===== src/include/par_pkg.sv =====
package par_pkg;

   // ------------------------------------------------------------
   // register offsets
   // ------------------------------------------------------------
   localparam logic [11:0] OFS_START       = 12'h000;
   localparam logic [11:0] OFS_STOP        = 12'h008;
   localparam logic [11:0] OFS_EV_END      = 12'h100;
   localparam logic [11:0] OFS_EV_MATCH    = 12'h104;
   localparam logic [11:0] OFS_EV_NOMATCH  = 12'h108;
   localparam logic [11:0] OFS_INTEN_SET   = 12'h304;
   localparam logic [11:0] OFS_INTEN_CLR   = 12'h308;
   localparam logic [11:0] OFS_LAST_MATCH  = 12'h400;
   localparam logic [11:0] OFS_ENABLE      = 12'h500;
   localparam logic [11:0] OFS_KEY_COUNT   = 12'h504;
   localparam logic [11:0] OFS_KEY_PTR     = 12'h508;
   localparam logic [11:0] OFS_ADDR_PTR    = 12'h510;
   localparam logic [11:0] OFS_SCRATCH_PTR = 12'h514;

   // ------------------------------------------------------------
   // field layouts and reset values
   // ------------------------------------------------------------
   localparam int          NUM_EV          = 3;
   localparam int          EV_END          = 0;
   localparam int          EV_MATCH        = 1;
   localparam int          EV_NOMATCH      = 2;
   localparam logic [1:0]  ENABLE_OFF      = 2'h0;
   localparam logic [1:0]  ENABLE_ON       = 2'h3;
   localparam logic [4:0]  KEY_COUNT_RST   = 5'h01;
   localparam logic [4:0]  KEY_COUNT_MIN   = 5'h01;
   localparam logic [4:0]  KEY_COUNT_MAX   = 5'h10;
   localparam logic [3:0]  LAST_MATCH_RST  = 4'h0;
   localparam logic [31:0] PTR_RST         = 32'h0000_0000;
   localparam logic [1:0]  KEY_WORDS_LAST  = 2'h3;

   // ------------------------------------------------------------
   // timing
   // ------------------------------------------------------------
   localparam int          CLK_PERIOD_PS   = 8000;
   localparam int          OVERHEAD_NS     = 1000;
   localparam int          RUN8_US         = 48;
   localparam int          RUN8_KEYS       = 8;
   localparam int          PER_KEY_NS      = (RUN8_US * 1000 - OVERHEAD_NS) / RUN8_KEYS;
   localparam logic [15:0] OVH_CYC         = 16'(OVERHEAD_NS * 1000 / CLK_PERIOD_PS);
   localparam logic [15:0] PER_KEY_CYC     = 16'(PER_KEY_NS * 1000 / CLK_PERIOD_PS);

   // ------------------------------------------------------------
   // resolver states
   // ------------------------------------------------------------
   typedef enum logic [6:0] {
      ST_IDLE  = 7'b000_0001,
      ST_ADDR0 = 7'b000_0010,
      ST_ADDR1 = 7'b000_0100,
      ST_SCR   = 7'b000_1000,
      ST_KEY   = 7'b001_0000,
      ST_CIPH  = 7'b010_0000,
      ST_PACE  = 7'b100_0000
   } par_state_t;

endpackage


===== src/verilog/par_regs.sv =====
// Contract
// - writing one to an interrupt-disable bit clears that event's enable, and reading returns the enables.
// - a read-only field holds the index 0..15 of the key of the last successful resolution, reset zero.
// - a two-bit enable field turns the resolver off at 0 and on at 3, reset off.
// - the key-count register holds 1..16 keys, resets to one, and only that many keys are tried.
// - a pointer register gives the key table from which keys are fetched.
// - a pointer register gives the resolvable address, which is read from there.
// - a pointer register gives scratch memory the resolver writes, which software leaves alone during a run.
// - a run takes about one microsecond plus a fixed time per key tried.
// - writing one to an interrupt-enable-set bit enables that event's interrupt, sharing state with disable.
// - the start task begins a resolution and the stop task halts one in progress.
// - a run raises done on completion, match-found when resolved and no-match when not.
`timescale 1ns/1ps
`default_nettype none

module par_regs
   import par_pkg::*;
(
   input  wire logic         core_clk,
   input  wire logic         resetn,
   input  wire logic         wb_cyc_i,
   input  wire logic         wb_stb_i,
   input  wire logic         wb_we_i,
   input  wire logic [11:0]  wb_adr_i,
   input  wire logic [3:0]   wb_sel_i,
   input  wire logic [31:0]  wb_dat_i,
   output logic      [31:0]  wb_dat_o,
   output logic              wb_ack_o,
   output logic              mem_req,
   output logic              mem_we,
   output logic      [31:0]  mem_addr,
   output logic      [31:0]  mem_wdata,
   input  wire logic         mem_ack,
   input  wire logic [31:0]  mem_rdata,
   output logic              cipher_req,
   output logic      [127:0] cipher_key,
   output logic      [23:0]  cipher_prand,
   input  wire logic         cipher_ack,
   input  wire logic [23:0]  cipher_hash,
   output logic              busy,
   output logic              irq
);

   // ------------------------------------------------------------
   // helpers
   // ------------------------------------------------------------
   // byte-lane merge for partial writes
   function automatic logic [31:0] merge(input logic [31:0] old, input logic [31:0] nw, input logic [3:0] sel);
      logic [31:0] r;
      r = old;
      for (int i = 0; i < 4; i++)
         if (sel[i])
            r[i*8 +: 8] = nw[i*8 +: 8];
      return r;
   endfunction

   // out-of-range counts are clamped so the engine never loops past the table
   function automatic logic [4:0] clamp_count(input logic [7:0] v);
      if (v < 8'(KEY_COUNT_MIN))
         return KEY_COUNT_MIN;
      else if (v > 8'(KEY_COUNT_MAX))
         return KEY_COUNT_MAX;
      else
         return v[4:0];
   endfunction

   // ------------------------------------------------------------
   // declarations
   // ------------------------------------------------------------
   logic              req;
   logic              wr;
   logic              ack_q;
   logic              ack_d;
   logic [31:0]       rdat_q;
   logic [31:0]       rdat_d;
   logic [1:0]        enable_q;
   logic [1:0]        enable_d;
   logic [4:0]        count_q;
   logic [4:0]        count_d;
   logic [31:0]       key_ptr_q;
   logic [31:0]       key_ptr_d;
   logic [31:0]       addr_ptr_q;
   logic [31:0]       addr_ptr_d;
   logic [31:0]       scr_ptr_q;
   logic [31:0]       scr_ptr_d;
   logic [3:0]        last_q;
   logic [3:0]        last_d;
   logic [NUM_EV-1:0] ev_set;
   logic [NUM_EV-1:0] ev_clr;
   logic [NUM_EV-1:0] en_set;
   logic [NUM_EV-1:0] en_clr;
   logic [NUM_EV-1:0] ev_flags;
   logic [NUM_EV-1:0] ev_enable;
   logic              start_hit;
   logic              stop_hit;
   logic              unit_on;
   par_state_t        st_q;
   par_state_t        st_d;
   logic [3:0]        idx_q;
   logic [3:0]        idx_d;
   logic [1:0]        wcnt_q;
   logic [1:0]        wcnt_d;
   logic [15:0]       pace_q;
   logic [15:0]       pace_d;
   logic              hit_q;
   logic              hit_d;
   logic [23:0]       hash_q;
   logic [23:0]       hash_d;
   logic [23:0]       prand_q;
   logic [23:0]       prand_d;
   logic [127:0]      key_q;
   logic [127:0]      key_d;
   logic              mwe_q;
   logic              mwe_d;
   logic [31:0]       maddr_q;
   logic [31:0]       maddr_d;
   logic [31:0]       mwdata_q;
   logic [31:0]       mwdata_d;

   // ------------------------------------------------------------
   // wishbone slave
   // ------------------------------------------------------------
   // one wait state: ack rises the cycle after the request, drops the next
   assign req = wb_cyc_i && wb_stb_i && !ack_q;
   assign wr  = req && wb_we_i;

   always_comb
   begin
      ack_d  = req;
      rdat_d = rdat_q;
      if (req)
      begin
         unique case (wb_adr_i)
            OFS_EV_END      : rdat_d = {31'h0, ev_flags[EV_END]};
            OFS_EV_MATCH    : rdat_d = {31'h0, ev_flags[EV_MATCH]};
            OFS_EV_NOMATCH  : rdat_d = {31'h0, ev_flags[EV_NOMATCH]};
            OFS_INTEN_SET,
            OFS_INTEN_CLR   : rdat_d = {29'h0, ev_enable};
            OFS_LAST_MATCH  : rdat_d = {28'h0, last_q};
            OFS_ENABLE      : rdat_d = {30'h0, enable_q};
            OFS_KEY_COUNT   : rdat_d = {27'h0, count_q};
            OFS_KEY_PTR     : rdat_d = key_ptr_q;
            OFS_ADDR_PTR    : rdat_d = addr_ptr_q;
            OFS_SCRATCH_PTR : rdat_d = scr_ptr_q;
            default         : rdat_d = 32'h0000_0000;                              // tasks and holes read zero
         endcase
      end
   end

   always_ff @(posedge core_clk or negedge resetn)
   begin
      if (!resetn)
      begin
         ack_q  <= 1'b0;
         rdat_q <= 32'h0000_0000;
      end
      else
      begin
         ack_q  <= ack_d;
         rdat_q <= rdat_d;
      end
   end

   assign wb_ack_o = ack_q;
   assign wb_dat_o = rdat_q;

   // ------------------------------------------------------------
   // software registers
   // ------------------------------------------------------------
   assign start_hit = wr && wb_adr_i == OFS_START && wb_sel_i[0] && wb_dat_i[0];
   assign stop_hit  = wr && wb_adr_i == OFS_STOP && wb_sel_i[0] && wb_dat_i[0];
   assign unit_on   = enable_q == ENABLE_ON;

   always_comb
   begin
      enable_d   = enable_q;
      count_d    = count_q;
      key_ptr_d  = key_ptr_q;
      addr_ptr_d = addr_ptr_q;
      scr_ptr_d  = scr_ptr_q;
      en_set     = '0;
      en_clr     = '0;
      ev_clr     = '0;
      if (wr)
      begin
         unique case (wb_adr_i)
            OFS_ENABLE      : if (wb_sel_i[0]) enable_d = wb_dat_i[1:0];
            OFS_KEY_COUNT   : if (wb_sel_i[0]) count_d = clamp_count(wb_dat_i[7:0]);
            OFS_KEY_PTR     : key_ptr_d  = merge(key_ptr_q, wb_dat_i, wb_sel_i);
            OFS_ADDR_PTR    : addr_ptr_d = merge(addr_ptr_q, wb_dat_i, wb_sel_i);
            OFS_SCRATCH_PTR : scr_ptr_d  = merge(scr_ptr_q, wb_dat_i, wb_sel_i);
            OFS_INTEN_SET   : if (wb_sel_i[0]) en_set = wb_dat_i[NUM_EV-1:0];
            OFS_INTEN_CLR   : if (wb_sel_i[0]) en_clr = wb_dat_i[NUM_EV-1:0];
            OFS_EV_END      : ev_clr[EV_END]     = wb_sel_i[0] & wb_dat_i[0];
            OFS_EV_MATCH    : ev_clr[EV_MATCH]   = wb_sel_i[0] & wb_dat_i[0];
            OFS_EV_NOMATCH  : ev_clr[EV_NOMATCH] = wb_sel_i[0] & wb_dat_i[0];
            default         : ;
         endcase
      end
   end

   always_ff @(posedge core_clk or negedge resetn)
   begin
      if (!resetn)
      begin
         enable_q   <= ENABLE_OFF;
         count_q    <= KEY_COUNT_RST;
         key_ptr_q  <= PTR_RST;
         addr_ptr_q <= PTR_RST;
         scr_ptr_q  <= PTR_RST;
      end
      else
      begin
         enable_q   <= enable_d;
         count_q    <= count_d;
         key_ptr_q  <= key_ptr_d;
         addr_ptr_q <= addr_ptr_d;
         scr_ptr_q  <= scr_ptr_d;
      end
   end

   // ------------------------------------------------------------
   // resolver engine
   // ------------------------------------------------------------
   // run paced so it never beats the overhead plus per-key budget
   always_comb
   begin
      st_d     = st_q;
      idx_d    = idx_q;
      wcnt_d   = wcnt_q;
      pace_d   = (pace_q != 16'h0) ? pace_q - 16'h1 : pace_q;
      hit_d    = hit_q;
      hash_d   = hash_q;
      prand_d  = prand_q;
      key_d    = key_q;
      mwe_d    = mwe_q;
      maddr_d  = maddr_q;
      mwdata_d = mwdata_q;
      last_d   = last_q;
      ev_set   = '0;
      unique case (st_q)
         ST_IDLE :
            if (start_hit && unit_on)
            begin
               st_d    = ST_ADDR0;
               idx_d   = 4'h0;
               hit_d   = 1'b0;
               pace_d  = OVH_CYC + PER_KEY_CYC;
               mwe_d   = 1'b0;
               maddr_d = addr_ptr_q;
            end
         ST_ADDR0 :
            if (mem_ack)
            begin
               hash_d        = mem_rdata[23:0];
               prand_d[7:0]  = mem_rdata[31:24];
               st_d          = ST_ADDR1;
               maddr_d       = addr_ptr_q + 32'h4;
            end
         ST_ADDR1 :
            if (mem_ack)
            begin
               prand_d[23:8] = mem_rdata[15:0];
               st_d          = ST_SCR;
               mwe_d         = 1'b1;
               maddr_d       = scr_ptr_q;
               mwdata_d      = {8'h00, mem_rdata[15:0], prand_q[7:0]};
            end
         ST_SCR :
            if (mem_ack)
            begin
               st_d    = ST_KEY;
               wcnt_d  = 2'h0;
               mwe_d   = 1'b0;
               maddr_d = key_ptr_q + {24'h0, idx_q, 4'h0};
            end
         ST_KEY :
            if (mem_ack)
            begin
               key_d[wcnt_q*32 +: 32] = mem_rdata;
               wcnt_d  = wcnt_q + 2'h1;
               maddr_d = maddr_q + 32'h4;
               if (wcnt_q == KEY_WORDS_LAST)
                  st_d = ST_CIPH;
            end
         ST_CIPH :
            if (cipher_ack)
            begin
               hit_d = cipher_hash == hash_q;
               st_d  = ST_PACE;
            end
         ST_PACE :
            if (pace_q == 16'h0)
            begin
               if (hit_q)
               begin
                  last_d               = idx_q;
                  ev_set[EV_MATCH]     = 1'b1;
                  ev_set[EV_END]       = 1'b1;
                  st_d                 = ST_IDLE;
               end
               else if ({1'b0, idx_q} + 5'h1 >= count_q)
               begin
                  ev_set[EV_NOMATCH]   = 1'b1;
                  ev_set[EV_END]       = 1'b1;
                  st_d                 = ST_IDLE;
               end
               else
               begin
                  idx_d   = idx_q + 4'h1;
                  wcnt_d  = 2'h0;
                  pace_d  = PER_KEY_CYC;
                  maddr_d = key_ptr_q + {24'h0, idx_q + 4'h1, 4'h0};
                  st_d    = ST_KEY;
               end
            end
      endcase
      // stop or disable abandons the run quietly; a late memory ack is ignored
      if (st_q != ST_IDLE && (stop_hit || !unit_on))
      begin
         st_d   = ST_IDLE;
         ev_set = '0;
         last_d = last_q;
      end
   end

   always_ff @(posedge core_clk or negedge resetn)
   begin
      if (!resetn)
      begin
         st_q     <= ST_IDLE;
         idx_q    <= 4'h0;
         wcnt_q   <= 2'h0;
         pace_q   <= 16'h0;
         hit_q    <= 1'b0;
         hash_q   <= 24'h0;
         prand_q  <= 24'h0;
         key_q    <= 128'h0;
         mwe_q    <= 1'b0;
         maddr_q  <= 32'h0;
         mwdata_q <= 32'h0;
         last_q   <= LAST_MATCH_RST;
      end
      else
      begin
         st_q     <= st_d;
         idx_q    <= idx_d;
         wcnt_q   <= wcnt_d;
         pace_q   <= pace_d;
         hit_q    <= hit_d;
         hash_q   <= hash_d;
         prand_q  <= prand_d;
         key_q    <= key_d;
         mwe_q    <= mwe_d;
         maddr_q  <= maddr_d;
         mwdata_q <= mwdata_d;
         last_q   <= last_d;
      end
   end

   // memory and cipher handshakes follow the state directly
   assign mem_req      = st_q == ST_ADDR0 || st_q == ST_ADDR1 || st_q == ST_SCR || st_q == ST_KEY;
   assign mem_we       = mwe_q;
   assign mem_addr     = maddr_q;
   assign mem_wdata    = mwdata_q;
   assign cipher_req   = st_q == ST_CIPH;
   assign cipher_key   = key_q;
   assign cipher_prand = prand_q;
   assign busy         = st_q != ST_IDLE;

   // ------------------------------------------------------------
   // events and interrupt
   // ------------------------------------------------------------
   par_evt u_evt
   (
      .core_clk  (core_clk),
      .resetn    (resetn),
      .ev_set    (ev_set),
      .ev_clr    (ev_clr),
      .en_set    (en_set),
      .en_clr    (en_clr),
      .ev_flags  (ev_flags),
      .ev_enable (ev_enable),
      .irq       (irq)
   );

endmodule

`default_nettype wire


===== src/verilog/par_evt.sv =====
`timescale 1ns/1ps
`default_nettype none

module par_evt
   import par_pkg::*;
(
   input  wire logic              core_clk,
   input  wire logic              resetn,
   input  wire logic [NUM_EV-1:0] ev_set,
   input  wire logic [NUM_EV-1:0] ev_clr,
   input  wire logic [NUM_EV-1:0] en_set,
   input  wire logic [NUM_EV-1:0] en_clr,
   output logic      [NUM_EV-1:0] ev_flags,
   output logic      [NUM_EV-1:0] ev_enable,
   output logic                   irq
);

   logic [NUM_EV-1:0] ev_q;
   logic [NUM_EV-1:0] ev_d;
   logic [NUM_EV-1:0] en_q;
   logic [NUM_EV-1:0] en_d;
   logic              irq_q;
   logic              irq_d;

   // ------------------------------------------------------------
   // sticky flags and shared enable state
   // ------------------------------------------------------------
   // a set in the same cycle as a clear wins, so no event is lost
   always_comb
   begin
      ev_d  = (ev_q & ~ev_clr) | ev_set;
      en_d  = (en_q | en_set) & ~en_clr;
      irq_d = |(ev_d & en_d);
   end

   always_ff @(posedge core_clk or negedge resetn)
   begin
      if (!resetn)
      begin
         ev_q  <= '0;
         en_q  <= '0;
         irq_q <= 1'b0;
      end
      else
      begin
         ev_q  <= ev_d;
         en_q  <= en_d;
         irq_q <= irq_d;
      end
   end

   assign ev_flags  = ev_q;
   assign ev_enable = en_q;
   assign irq       = irq_q;

endmodule

`default_nettype wire


===== config.mk =====
export PLATFORM = sky130hd
export DESIGN_NAME = par_regs
export DESIGN_NICKNAME = d
export VERILOG_FILES = /design/src/include/par_pkg.sv /design/src/verilog/par_regs.sv /design/src/verilog/par_evt.sv
export SDC_FILE = /design/constraint.sdc
export NUM_CORES = 1
export LEC_CHECK = 0
export BUFFER_PORTS_ARGS = -buffer_cell sky130_fd_sc_hd__buf_2
export CORE_ASPECT_RATIO = 0.9
export CORE_UTILIZATION = 40
export CTS_CLUSTER_DIAMETER = 50
export DETAILED_ROUTE_END_ITERATION = 16
export PLACE_DENSITY = 0.57
export RECOVER_POWER = 25
export SLEW_MARGIN = 20
export SYNTH_ARGS = -nofsm -noshare
export SYNTH_HDL_FRONTEND = slang
export SYNTH_SLANG_ARGS = --single-unit

===== constraint.sdc =====
create_clock -name core_clk -period 5 [get_ports core_clk]
set_input_delay 0.5 -clock core_clk [delete_from_list [all_inputs] [get_ports core_clk]]
set_output_delay 0.5 -clock core_clk [all_outputs]
set_load 0.05 [all_outputs]

==> metrics.yaml <==
status: "finished, violations left"
violations: "max-capacitance violations, max-slew violations"
skew_ns: 0.02872
wirelength_um: 68900
ys_warn_count: 0
synthArstFlopShare_pct: 100.0
post_cts.repair.setup_buffers: 0
drive_gt1_share_pct: 22.73
final_antenna_net_count: 0
postLayoutCoreUtil_pct: 48.71
finalHoldViolCount: 0
cp-end-kind: "register"
grt_start_max_net_pins: 114
critPathArrivalTime_ns: 4.70
antenna_found_initial: 8
p_per_area_nw_per_um2: 298.0
cp_max_fo: 12
synth_top_area_cell: "dfrtp_1"
syn_to_final_growth_pct: 19.38
viasPerCell: 5.574
dieArea_um2: 51420
cts_tree: "yes"
synth_cells: 2074
holdCritPathClass: "input port to register"
die_h_um: 215.2
num_vias: 17280
core_um2: 49520
rsz0062_at_grt: "no"
nFillCells: 4768
synth_edf_count: 0
synth_area_um2: 20200
cap_violations: 4
netlist.area_leader.share_pct: 48.55
slew_violations: 277
htreeDepth: 2
drt_iter0_markers: 1506
gr-total-overflow: 0
min_period_over_period_pct: 85.61
synth_cell_types: 84
grt_pass1_vias: 17280
grt_pass1_wl_um: 106600
placed_area_um2: 22580
ys_top_cells_by_area: "dfrtp_1 (49%), nand2_1 (7.5%), mux2_2 (7.4%)"
cp.required_ns: 5.42
tightest_slew_ns: 2.510
numCtsBuffers: 49
clk_latency_ns: 0.60
gp_congestion: 0.8894
fp.dieW_um: 238.9
nets: 2517
yosysSeqAreaShare_pct: 48.81
synth-main-ff-cell: "dfrtp_1"
first_pass_iters: 12
period_needed_ns: 4.281
worst-setup-path-type: "register to register"
clock.fmax_mhz: 233.6
totalNegativeSetupSlack_ns: 0
vdd_drop_max_mv: 0.2694
ys_seq_elements: 394
drcViolationCount: 0
finalSetupViolations: 0
p_leak_nw: 11.13
syn_avg_cell_area_um2: 9.742
grt.total_usage_pct: 26.86
clk_path_buf_depth: 3
worstSetupStartpointType: "register"
place_hpwl_um: 48500
ios: 365
relSlewSlack_pct: -67.32
hold_ws_ns: 0.1617
rows: 77
start_util_pct: 40.80
final_cell_area_um2: 24120
wl_per_cell_um: 22.22
synth_common_cells: "nand2_1 (402), dfrtp_1 (392), o21ai_0 (214), mux2_2 (132), clkbuf_1 (102)"
path_clk_slew_ns: 0.06
synth.most_common_cell: "nand2_1"
cts-root-buf: "clkbuf_16"
clock-sinks: 394
io_buffers: 356
## area by class of cell
type | instances | area (um^2) | area share, %
multi-input combinational | 1522 | 9711 | 40.26
inverter | 28 | 105.1 | 0.4358
timing repair buffer | 390 | 1894 | 7.854
antenna | 5 | 12.51 | 0.05188
tap | 671 | 839.6 | 3.481
clock inverter | 21 | 274.0 | 1.136
clock buffer | 69 | 1421 | 5.893
sequential | 394 | 9862 | 40.89
## stage by stage
step / worst slack (ns) / total power [mW] / cells
2_1_floorplan: 0.7395 / 3.371 / 2081
3_3_place_gp: 0.9247 / 3.544 / 3004
3_5_place_dp: 0.8078 / 3.549 / 3004
4_1_cts: 0.7823 / 7.264 / 3095
5_1_grt: 0.2972 / 7.415 / 3100
6_report: 0.7194 / 7.189 / 3100
## flip-flops by register name, summed over array words and instances (netlist names)
| signal | flops |
|---|---|
| key_ptr_q | 32 |
| enable_q | 2 |
| idx_q | 4 |
| addr_ptr_q | 32 |
| mem_addr | 32 |
| count_q | 5 |
| pace_q | 16 |
| wb_ack_o | 1 |
| hash_q | 24 |
| wcnt_q | 2 |
| hit_q | 1 |
| u_evt.ev_flags | 3 |
| u_evt.irq | 1 |
| mem_we | 1 |
| scr_ptr_q | 32 |
| st_q | 7 |
| mem_wdata | 8 |
| cipher_prand | 24 |
| u_evt.ev_enable | 3 |
| cipher_key | 128 |
| wb_dat_o | 32 |
| last_q | 4 |
## final timing paths
kind	startpoint	endpoint	slack [ns]	depth (start not counted)
hold reg to reg	cipher_key[35]	cipher_key[35]	0.48	2
max in group asynchronous	resetn	cipher_key[38]	0.97	3
min in group asynchronous	resetn	wb_dat_o[27]	1.21	2
setup / recovery	st_q[2]	mem_addr[17]	0.72	13
setup reg to reg	st_q[2]	mem_addr[17]	0.72	13
hold / removal	wb_dat_i[10]	addr_ptr_q[10]	0.16	2
## layout by cell type (no fill, tap or decap), types with 15 or more instances in the layout
cell type  instances
mux2i_1           35
mux2_4            29
xnor2_1           56
a222oi_1          15
a22oi_1           15
buf_4             29
clkbuf_1         130
inv_1             28
a31oi_1           23
clkbuf_16         49
o21ai_0          214
buf_2            235
nand4_1           26
xor2_1            38
ha_1              20
mux2_2           132
a21oi_1           76
nor4_1            22
nor2_1            99
dfrtp_1          392
nand2_1          402
a221oi_1          15
nand3_1           48
and3_1            19
nor3_1            30
## what timing repair did
action	CTS	global route
hold buffers	1	0
endpoints found under the hold margin	92	0
resized for setup	0	0
## critical path, stage by stage (launching register included)
cell and delay (ns):
dfrtp_1 0.50, or2_2 0.39, or4_1 0.65, inv_1 0.28, nand2_1 0.10, xnor2_1 0.20
ha_1 0.31, and2_1 0.20, a221oi_1 0.65, nor3_1 0.15, xnor2_1 0.18, nor2_1 0.05
a2111oi_0 0.31, o31ai_1 0.13
## cells by family after synthesis
logic type | count (synthesis) | synth area share, %
simple gates | 746 | 16.99
buf+inv | 165 | 3.654
mux | 197 | 11.30
fa+ha+maj | 21 | 1.338
xor+xnor | 94 | 4.075
flops | 394 | 48.81
compound gates | 456 | 13.82
other cells | 1 | 0.01856
## routing by layer
layer / up-vias / GRT usage (%) / part of all wire, %
met5: - / 0 / 0.033
met4: 4 / 9.872 / 3.3
met3: 128 / 5.652 / 6.9
met2: 608 / 42.25 / 46
met1: 8566 / 36.36 / 43
li1: 7972 / - / -
## power by group
group	switching [mW]	total [mW]	internal [mW]
sequential	0.0177	3.22	3.20
clock	1.49	3.70	2.22
combinational	0.190	0.265	0.0747
Power figures use the tool's default switching activity.
